--- src/logic/pcgd_pkg.sv ---
package pcgd_pkg;

    // Port and bus widths
    localparam int PORT_W      = 4;
    localparam int GANG_W      = 7;
    localparam int REG_W       = 8;
    localparam int WB_DAT_W    = 32;
    localparam int WB_ADR_W    = 8;
    localparam int WB_SEL_W    = 4;
    localparam int SYNC_STAGES = 2;

    // Register byte offsets on the bus
    localparam logic [WB_ADR_W-1:0] OFS_DATA_LATCH = 8'h00;
    localparam logic [WB_ADR_W-1:0] OFS_DIRECTION  = 8'h04;
    localparam logic [WB_ADR_W-1:0] OFS_PULL_UP    = 8'h08;
    localparam logic [WB_ADR_W-1:0] OFS_SLEW_LIMIT = 8'h0c;
    localparam logic [WB_ADR_W-1:0] OFS_DRIVE_STR  = 8'h10;
    localparam logic [WB_ADR_W-1:0] OFS_GANG_CTRL  = 8'h14;

    // Field positions inside gang_drive_control
    localparam int GANG_EN_BIT  = 0;
    localparam int GANG_SEL_LSB = 1;
    localparam int GANG_SEL_MSB = 7;

    // Byte lane carrying the eight register bits
    localparam int REG_LANE = 0;

    // Reset values
    localparam logic [PORT_W-1:0] RST_DATA_LATCH = 4'h0;
    localparam logic [PORT_W-1:0] RST_DIRECTION  = 4'h0;
    localparam logic [PORT_W-1:0] RST_PULL_UP    = 4'h0;
    localparam logic [PORT_W-1:0] RST_SLEW_LIMIT = 4'h0;
    localparam logic [PORT_W-1:0] RST_DRIVE_STR  = 4'h0;
    localparam logic              RST_GANG_EN    = 1'h0;
    localparam logic [GANG_W:1]   RST_GANG_SEL   = 7'h00;

endpackage : pcgd_pkg

--- src/logic/pcgd_sync.sv ---
`timescale 1ns/100ps
module pcgd_sync #(
    parameter int WIDTH = 4
) (
    input  wire logic             clk_i,
    input  wire logic             rst_i,
    input  wire logic [WIDTH-1:0] async_i,
    output logic      [WIDTH-1:0] sync_o
);
    import pcgd_pkg::*;

    typedef struct packed {
        logic [WIDTH-1:0] stage1;
        logic [WIDTH-1:0] stage2;
    } pcgd_sync_s;

    pcgd_sync_s st_ff;
    pcgd_sync_s nxt_st;

    // First stage feeds only the second
    always_comb begin
        nxt_st        = st_ff;
        nxt_st.stage1 = async_i;
        nxt_st.stage2 = st_ff.stage1;
    end

    always_ff @(posedge clk_i) begin
        if (rst_i) begin
            st_ff <= '0;
        end else begin
            st_ff <= nxt_st;
        end
    end

    assign sync_o = st_ff.stage2;

endmodule : pcgd_sync

--- src/logic/pcgd_pad_mux.sv ---
`timescale 1ns/100ps
module pcgd_pad_mux (
    input  wire logic [pcgd_pkg::PORT_W-1:0] latch_i,
    input  wire logic [pcgd_pkg::PORT_W-1:0] dir_i,
    input  wire logic [pcgd_pkg::PORT_W-1:0] pull_i,
    input  wire logic [pcgd_pkg::PORT_W-1:0] slew_i,
    input  wire logic [pcgd_pkg::PORT_W-1:0] drive_i,
    input  wire logic                        gang_en_i,
    input  wire logic [pcgd_pkg::GANG_W:1]   gang_sel_i,
    input  wire logic [pcgd_pkg::GANG_W:1]   norm_out_i,
    input  wire logic [pcgd_pkg::GANG_W:1]   norm_oe_i,
    input  wire logic [pcgd_pkg::GANG_W:1]   norm_pull_i,
    input  wire logic [pcgd_pkg::GANG_W:1]   norm_slew_i,
    input  wire logic [pcgd_pkg::GANG_W:1]   norm_drive_i,
    output logic      [pcgd_pkg::PORT_W-1:0] dir_eff_o,
    output logic      [pcgd_pkg::PORT_W-1:0] pad_out_o,
    output logic      [pcgd_pkg::PORT_W-1:0] pad_oe_o,
    output logic      [pcgd_pkg::PORT_W-1:0] pad_pull_o,
    output logic      [pcgd_pkg::PORT_W-1:0] pad_slew_o,
    output logic      [pcgd_pkg::PORT_W-1:0] pad_drive_o,
    output logic      [pcgd_pkg::GANG_W:1]   gang_out_o,
    output logic      [pcgd_pkg::GANG_W:1]   gang_oe_o,
    output logic      [pcgd_pkg::GANG_W:1]   gang_pull_o,
    output logic      [pcgd_pkg::GANG_W:1]   gang_slew_o,
    output logic      [pcgd_pkg::GANG_W:1]   gang_drive_o
);
    import pcgd_pkg::*;

    genvar i;
    generate
        for (i = 0; i < PORT_W; i++) begin : g_port
            if (i == 0) begin : g_master
                assign dir_eff_o[i] = dir_i[i] | gang_en_i;
            end else begin : g_plain
                assign dir_eff_o[i] = dir_i[i];
            end
            assign pad_oe_o[i]    = dir_eff_o[i];
            assign pad_out_o[i]   = latch_i[i];
            assign pad_pull_o[i]  = pull_i[i] & ~dir_eff_o[i];
            // Inputs ignore slew and drive, so both read low there
            assign pad_slew_o[i]  = slew_i[i] & dir_eff_o[i];
            assign pad_drive_o[i] = drive_i[i] & dir_eff_o[i];
        end
        for (i = 1; i <= GANG_W; i++) begin : g_gang
            logic joined;
            assign joined          = gang_en_i & gang_sel_i[i];
            assign gang_out_o[i]   = joined ? latch_i[0] : norm_out_i[i];
            assign gang_oe_o[i]    = joined | norm_oe_i[i];
            assign gang_pull_o[i]  = joined ? 1'b0 : norm_pull_i[i];
            assign gang_slew_o[i]  = joined ? slew_i[0] : norm_slew_i[i];
            assign gang_drive_o[i] = joined ? drive_i[0] : norm_drive_i[i];
        end
    endgenerate

endmodule : pcgd_pad_mux

--- src/logic/pcgd_top.sv ---
// How it works
// - Each pull-up bit connects its pin's pull-up when set, removes it when clear.
// - A pin driven as output always has its pull-up removed.
// - Each slew bit turns on slew limiting for its pin when set.
// - Slew and drive bits do nothing while the pin is an input.
// - Drive bit clear gives low drive, set gives high drive.
// - Gang select bits 7..1 take only the first write after reset.
// - Gang enable bit 0 takes only the first write after reset.
// - Gang enabled: selected pins copy pin 0 data, drive and slew.
// - Gang enabled: pin 0 is forced to output whatever its direction bit.
// - A selected pin joins the gang only while gang enable is one.
// - Direction bit 0 makes an input, 1 enables the output driver.
// - Reset makes all pins inputs, pull-ups off, data latch all zero.
//
// Our own choices: the Wishbone interface to the registers and the address map.
`timescale 1ns/100ps
module pcgd_top (
    input  wire logic                          clk_i,
    input  wire logic                          rst_i,
    input  wire logic                          wb_cyc_i,
    input  wire logic                          wb_stb_i,
    input  wire logic                          wb_we_i,
    input  wire logic [pcgd_pkg::WB_ADR_W-1:0] wb_adr_i,
    input  wire logic [pcgd_pkg::WB_SEL_W-1:0] wb_sel_i,
    input  wire logic [pcgd_pkg::WB_DAT_W-1:0] wb_dat_i,
    output logic      [pcgd_pkg::WB_DAT_W-1:0] wb_dat_o,
    output logic                               wb_ack_o,
    input  wire logic [pcgd_pkg::PORT_W-1:0]   pad_in_i,
    output logic      [pcgd_pkg::PORT_W-1:0]   pad_out_o,
    output logic      [pcgd_pkg::PORT_W-1:0]   pad_oe_o,
    output logic      [pcgd_pkg::PORT_W-1:0]   pad_pull_o,
    output logic      [pcgd_pkg::PORT_W-1:0]   pad_slew_o,
    output logic      [pcgd_pkg::PORT_W-1:0]   pad_drive_o,
    input  wire logic [pcgd_pkg::GANG_W:1]     gang_norm_out_i,
    input  wire logic [pcgd_pkg::GANG_W:1]     gang_norm_oe_i,
    input  wire logic [pcgd_pkg::GANG_W:1]     gang_norm_pull_i,
    input  wire logic [pcgd_pkg::GANG_W:1]     gang_norm_slew_i,
    input  wire logic [pcgd_pkg::GANG_W:1]     gang_norm_drive_i,
    output logic      [pcgd_pkg::GANG_W:1]     gang_out_o,
    output logic      [pcgd_pkg::GANG_W:1]     gang_oe_o,
    output logic      [pcgd_pkg::GANG_W:1]     gang_pull_o,
    output logic      [pcgd_pkg::GANG_W:1]     gang_slew_o,
    output logic      [pcgd_pkg::GANG_W:1]     gang_drive_o
);
    import pcgd_pkg::*;

    typedef struct packed {
        // Software registers
        logic [PORT_W-1:0]   pin_data_latch;
        logic [PORT_W-1:0]   pin_direction_bits;
        logic [PORT_W-1:0]   pull_up_enable_bits;
        logic [PORT_W-1:0]   slew_limit_enable_bits;
        logic [PORT_W-1:0]   drive_strength_bits;
        logic                gang_drive_enable;
        logic [GANG_W:1]     gang_pin_select_field;
        logic                gang_written;
        // Bus answer
        logic                ack;
        logic [WB_DAT_W-1:0] rdata;
        // Registered pad controls
        logic [PORT_W-1:0]   pad_out;
        logic [PORT_W-1:0]   pad_oe;
        logic [PORT_W-1:0]   pad_pull;
        logic [PORT_W-1:0]   pad_slew;
        logic [PORT_W-1:0]   pad_drive;
        logic [GANG_W:1]     gang_out;
        logic [GANG_W:1]     gang_oe;
        logic [GANG_W:1]     gang_pull;
        logic [GANG_W:1]     gang_slew;
        logic [GANG_W:1]     gang_drive;
    } pcgd_state_s;

    pcgd_state_s st_ff;
    pcgd_state_s nxt_st;

    logic [PORT_W-1:0] pin_level;
    logic [PORT_W-1:0] dir_eff;
    logic [PORT_W-1:0] mux_out;
    logic [PORT_W-1:0] mux_oe;
    logic [PORT_W-1:0] mux_pull;
    logic [PORT_W-1:0] mux_slew;
    logic [PORT_W-1:0] mux_drive;
    logic [GANG_W:1]   mux_gang_out;
    logic [GANG_W:1]   mux_gang_oe;
    logic [GANG_W:1]   mux_gang_pull;
    logic [GANG_W:1]   mux_gang_slew;
    logic [GANG_W:1]   mux_gang_drive;

    logic              req;
    logic              wr;
    logic [REG_W-1:0]  wbyte;
    logic [PORT_W-1:0] wnib;
    logic [PORT_W-1:0] data_view;
    logic [REG_W-1:0]  rbyte;

    // Pins are asynchronous to the bus clock
    pcgd_sync #(
        .WIDTH (PORT_W)
    ) u_pin_sync (
        .clk_i   (clk_i),
        .rst_i   (rst_i),
        .async_i (pad_in_i),
        .sync_o  (pin_level)
    );

    pcgd_pad_mux u_pad_mux (
        .latch_i      (st_ff.pin_data_latch),
        .dir_i        (st_ff.pin_direction_bits),
        .pull_i       (st_ff.pull_up_enable_bits),
        .slew_i       (st_ff.slew_limit_enable_bits),
        .drive_i      (st_ff.drive_strength_bits),
        .gang_en_i    (st_ff.gang_drive_enable),
        .gang_sel_i   (st_ff.gang_pin_select_field),
        .norm_out_i   (gang_norm_out_i),
        .norm_oe_i    (gang_norm_oe_i),
        .norm_pull_i  (gang_norm_pull_i),
        .norm_slew_i  (gang_norm_slew_i),
        .norm_drive_i (gang_norm_drive_i),
        .dir_eff_o    (dir_eff),
        .pad_out_o    (mux_out),
        .pad_oe_o     (mux_oe),
        .pad_pull_o   (mux_pull),
        .pad_slew_o   (mux_slew),
        .pad_drive_o  (mux_drive),
        .gang_out_o   (mux_gang_out),
        .gang_oe_o    (mux_gang_oe),
        .gang_pull_o  (mux_gang_pull),
        .gang_slew_o  (mux_gang_slew),
        .gang_drive_o (mux_gang_drive)
    );

    // One new request per ack; the ack cycle itself is never retaken
    assign req   = wb_cyc_i & wb_stb_i & ~st_ff.ack;
    assign wr    = req & wb_we_i & wb_sel_i[REG_LANE];
    assign wbyte = wb_dat_i[REG_LANE*REG_W +: REG_W];
    assign wnib  = wbyte[PORT_W-1:0];

    // Outputs read back the latch, inputs read the pin
    assign data_view = (dir_eff & st_ff.pin_data_latch) | (~dir_eff & pin_level);

    always_comb begin
        rbyte = '0;
        unique case (wb_adr_i)
            OFS_DATA_LATCH: rbyte = {{(REG_W-PORT_W){1'b0}}, data_view};
            OFS_DIRECTION:  rbyte = {{(REG_W-PORT_W){1'b0}}, st_ff.pin_direction_bits};
            OFS_PULL_UP:    rbyte = {{(REG_W-PORT_W){1'b0}}, st_ff.pull_up_enable_bits};
            OFS_SLEW_LIMIT: rbyte = {{(REG_W-PORT_W){1'b0}}, st_ff.slew_limit_enable_bits};
            OFS_DRIVE_STR:  rbyte = {{(REG_W-PORT_W){1'b0}}, st_ff.drive_strength_bits};
            OFS_GANG_CTRL:  rbyte = {st_ff.gang_pin_select_field, st_ff.gang_drive_enable};
            default:        rbyte = '0;
        endcase
    end

    always_comb begin
        nxt_st     = st_ff;
        nxt_st.ack = req;
        if (req) begin
            nxt_st.rdata = {{(WB_DAT_W-REG_W){1'b0}}, rbyte};
        end
        if (wr) begin
            unique case (wb_adr_i)
                OFS_DATA_LATCH: nxt_st.pin_data_latch         = wnib;
                OFS_DIRECTION:  nxt_st.pin_direction_bits     = wnib;
                OFS_PULL_UP:    nxt_st.pull_up_enable_bits    = wnib;
                OFS_SLEW_LIMIT: nxt_st.slew_limit_enable_bits = wnib;
                OFS_DRIVE_STR:  nxt_st.drive_strength_bits    = wnib;
                OFS_GANG_CTRL: begin
                    // Lock guards against runaway code regrouping the pins
                    if (!st_ff.gang_written) begin
                        nxt_st.gang_drive_enable     = wbyte[GANG_EN_BIT];
                        nxt_st.gang_pin_select_field = wbyte[GANG_SEL_MSB:GANG_SEL_LSB];
                        nxt_st.gang_written          = 1'b1;
                    end
                end
                default: begin
                end
            endcase
        end
        // Pad controls lag the registers by one cycle
        nxt_st.pad_out    = mux_out;
        nxt_st.pad_oe     = mux_oe;
        nxt_st.pad_pull   = mux_pull;
        nxt_st.pad_slew   = mux_slew;
        nxt_st.pad_drive  = mux_drive;
        nxt_st.gang_out   = mux_gang_out;
        nxt_st.gang_oe    = mux_gang_oe;
        nxt_st.gang_pull  = mux_gang_pull;
        nxt_st.gang_slew  = mux_gang_slew;
        nxt_st.gang_drive = mux_gang_drive;
    end

    always_ff @(posedge clk_i) begin
        if (rst_i) begin
            st_ff                        <= '0;
            st_ff.pin_data_latch         <= RST_DATA_LATCH;
            st_ff.pin_direction_bits     <= RST_DIRECTION;
            st_ff.pull_up_enable_bits    <= RST_PULL_UP;
            st_ff.slew_limit_enable_bits <= RST_SLEW_LIMIT;
            st_ff.drive_strength_bits    <= RST_DRIVE_STR;
            st_ff.gang_drive_enable      <= RST_GANG_EN;
            st_ff.gang_pin_select_field  <= RST_GANG_SEL;
        end else begin
            st_ff <= nxt_st;
        end
    end

    assign wb_dat_o     = st_ff.rdata;
    assign wb_ack_o     = st_ff.ack;
    assign pad_out_o    = st_ff.pad_out;
    assign pad_oe_o     = st_ff.pad_oe;
    assign pad_pull_o   = st_ff.pad_pull;
    assign pad_slew_o   = st_ff.pad_slew;
    assign pad_drive_o  = st_ff.pad_drive;
    assign gang_out_o   = st_ff.gang_out;
    assign gang_oe_o    = st_ff.gang_oe;
    assign gang_pull_o  = st_ff.gang_pull;
    assign gang_slew_o  = st_ff.gang_slew;
    assign gang_drive_o = st_ff.gang_drive;

endmodule : pcgd_top

--- config.mk ---
export PLATFORM = sky130hd
export DESIGN_NAME = pcgd_top
export DESIGN_NICKNAME = d
export VERILOG_FILES = /design/src/logic/pcgd_pkg.sv /design/src/logic/pcgd_sync.sv /design/src/logic/pcgd_pad_mux.sv /design/src/logic/pcgd_top.sv
export SDC_FILE = /design/constraint.sdc
export NUM_CORES = 1
export LEC_CHECK = 0
export BUFFER_PORTS_ARGS = -buffer_cell sky130_fd_sc_hd__buf_4
export CAP_MARGIN = 40
export CORE_MARGIN = 2
export CORE_UTILIZATION = 48
export CTS_BUF_LIST = sky130_fd_sc_hd__clkbuf_16
export DETAILED_ROUTE_END_ITERATION = 8
export GPL_TIMING_DRIVEN = 0
export HOLD_SLACK_MARGIN = 0.02
export PLACE_DENSITY = 0.77
export SYNTH_ARGS = -nofsm -noshare
export SYNTH_HDL_FRONTEND = slang
export SYNTH_SLANG_ARGS = --single-unit
--- constraint.sdc ---
create_clock -name clk_i -period 1.5 [get_ports clk_i]
set_input_delay 0 -clock clk_i [delete_from_list [all_inputs] [get_ports clk_i]]
set_output_delay 0 -clock clk_i [all_outputs]
set_load 0.01 [all_outputs]
==> impl_metrics.env <==
export IMPL_status="complete, no violations"
export IMPL_maxUsedRoutingLayer="met4"
export IMPL_min_period_ps=1410
export IMPL_grt_usage_pct=23.8
export IMPL_dp_hpwl_um=7830
export IMPL_synth_simple_area_share_pct=21.3
export IMPL_ctsHtreeMaxLevel=3
export IMPL_route_met2_wl_um=6030
export IMPL_drv_cap=0
export IMPL_synth_top_family_by_area="simple AND/OR/NAND/NOR gates"
export IMPL_hold_violations=0
export IMPL_powerDensity_nw_per_um2=949
export IMPL_path_class="reg -> reg"
export IMPL_power_total_w=0.00609
export IMPL_grt_pass1_wl_um=18500
export IMPL_synth_ff_type="dfxtp_1"
export IMPL_yosysTopAreaCell="dfxtp_1"
export IMPL_synthTopCellsByCount="dfxtp_1, buf_4, nand2_1"
export IMPL_first_pass_iters=5
export IMPL_final_nets=764
export IMPL_worst_ep_required_time_ps=1760
export IMPL_rsz0062_at_grt="no"
export IMPL_ant_nets=0
export IMPL_setup_worst_path_start_class="register"
export IMPL_yosysMostFrequentCell="dfxtp_1"
export IMPL_initial_utilization_pct=49.7
export IMPL_cp_max_fo=5
export IMPL_drv_slew=0
export IMPL_final_area_um2=6410
export IMPL_ioPinCount=176
export IMPL_clock_path_buffers=2
export IMPL_min_from="rst_i"
export IMPL_synth_cells=464
export IMPL_path_cells="and3b_2, buf_6, and3_1, nand4b_1, buf_4, mux2i_1"
export IMPL_fmax_ghz=0.708
export IMPL_syn2layout_area_growth_pct=48.0
export IMPL_relSlewSlack_pct=59.4
export IMPL_worst_ep_arrival_time_ps=1670
export IMPL_worstReg2RegStart="wb_ack_o$_SDFF_PP0_"
export IMPL_cp_top_family="simple AND/OR/NAND/NOR gates"
export IMPL_fin_crit_sh_pct=94.2
export IMPL_min_path_type="in -> reg"
export IMPL_ys_seq_elements=101
export IMPL_async_flop_share_pct=0
export IMPL_drt_iter0_drc=134
export IMPL_holdWs_ps=65.4
export IMPL_core_area_um2=8720
export IMPL_drive_gt1_share_pct=37.9
export IMPL_num_rows=34
export IMPL_cts_tree="yes"
export IMPL_ys_seq_area_share_pct=46.7
export IMPL_antenna_found_initial=2
export IMPL_yosys_area_share_adder_pct=0
export IMPL_cpPeakStageDelay_ps=320
export IMPL_wire_per_inst_um=15.0
export IMPL_cp_slowest_cell="dfxtp_2"
export IMPL_grt_max_degree=18
export IMPL_post_dp_cell_area_um2=5490
export IMPL_vias=3890
export IMPL_muxShareOfSynthArea_pct=5.83
export IMPL_chipHeight_um=99.0
export IMPL_clkSinkCount=101
export IMPL_yosysWarnings=0
export IMPL_cts_inserted_buffers=9
export IMPL_fillers=613
export IMPL_wirelength_um=11900
export IMPL_portBuffers=124
export IMPL_wl_met1_um=4840
export IMPL_synthTopCellsByArea="dfxtp_1, buf_4, mux2i_1"
export IMPL_yosysTopAreaCellShare_pct=46.7
export IMPL_peakVddDrop_mv=0.728
export IMPL_first_global_vias=3798
export IMPL_synth_xor_area_share_pct=0
export IMPL_via_per_inst=4.92
export IMPL_max_slew_worst_pin_slew_ps=609
export IMPL_synth_compound_area_share_pct=8.95
export IMPL_dieWidth_um=99.0
export IMPL_worst_setup_path_end_kind="register"
export IMPL_gp_congestion=0.881
export IMPL_setup_viol=0
export IMPL_critPathLaunch="wb_ack_o$_SDFF_PP0_"
export IMPL_crit_buf_inv=2
export IMPL_synth_edff_count=0
export IMPL_power_leakage_nw=3.12
export IMPL_synth_avg_cell_area_um2=9.34
export IMPL_clock_skew_ps=8.99
export IMPL_dieArea_um2=9800
export IMPL_gr_total_overflow=0
export IMPL_syn_area_um2=4330
export IMPL_yosysUniqueCellTypes=39
export IMPL_drc=0
export IMPL_clk_latency_ps=340
export IMPL_root_buffer="clkbuf_16"
export IMPL_utilization_pct=73.5
export IMPL_cts_clk_slew_worst_paths_ps=70
export IMPL_setup_tns_ps=0
export IMPL_wl_met3_um=608
## power breakdown
part / switching (W) / internal [W] / total (W)
Clock: 0.00101 / 0.00164 / 0.00265
Combinational: 0.000281 / 0.000402 / 0.000683
Sequential: 0.0000167 / 0.00274 / 0.00276
## placed cells by master (no fill, tap or decap), types with 5 or more instances in the layout
cell type      count
dlygate4sd3_1     47
mux2i_1           22
nand4b_1           6
buf_4            219
and3b_1            7
clkbuf_1          11
a21oi_1           35
nand2_1           38
o21ai_0           20
nand2b_1           8
nor2b_1           16
nand3_1           22
clkbuf_16          9
conb_1            24
dfxtp_1          100
nand4_1            5
nor2_1            25
and2_1             8
## worst min-delay path: cells and delay by family
kind	cells	cell delay, ps
buffers and inverters	1	120
and+or+nand+nor	3	240
## registers in the layout, indices dropped and copies added (netlist names)
name               cells
u_pin_sync.nxt_st      4
pad_oe_o               4
pad_drive_o            4
gang_drive_o           7
pad_out_o              4
gang_oe_o              7
wb_ack_o               1
gang_pull_o            7
gang_out_o             7
st_ff                 29
u_pin_sync.sync_o      4
wb_dat_o               8
pad_slew_o             4
gang_slew_o            7
pad_pull_o             4
## path summary, 6_finish.rpt
kind	end	slack (ps)	depth (start not counted)
setup / recovery	st_ff[89]$_SDFFE_PP0P_	90	6
hold / removal	wb_dat_o[2]$_SDFFE_PP0N_	70	4
setup reg to reg	st_ff[89]$_SDFFE_PP0P_	90	6
hold reg to reg	u_pin_sync.sync_o[3]$_SDFF_PP0_	450	1
## kinds of logic (layout without fill, tap and decap cells)
group	after synthesis	after routing
AOI/OAI and AO/OA	67	67
buffers and inverters	109	303
DFF	101	101
muxes	25	25
other	1	26
and+or+nand+nor	161	161
## repair_timing
item	CTS	global route
gates cloned	0	1
hold buffers	47	0
resized for setup	4	11
hold endpoints to repair	56	0
setup buffers	7	1
setup endpoints to repair	20	23
pin swaps	3	4
## layer usage
metal,track usage (%),vias up
met5,0,-
met4,11.8,0
met3,3.55,34
met2,41.5,156
met1,28.4,1802
li1,-,1898
## metrics by stage
| step | instances | setup WS [ps] |
|---|---|---|
| after floorplan | 487 | 188 |
| after global placement | 719 | -47.8 |
| after detailed placement | 719 | -97.7 |
| after CTS | 789 | 42.3 |
| after global routing | 791 | 18.5 |
| final | 791 | 86.9 |
## final cells by class
cell class	count	area, um2	area share (%)
clock inverters	7	120	1.87
repair buffers	180	1470	23.0
multi-input cells	277	1680	26.2
flip-flops and latches	101	2020	31.6
plain buffers	107	749	11.7
diodes	2	5.00	0.0781
well taps	108	135	2.11
clock buffers	9	225	3.51
(Power assumes the default switching activity.)
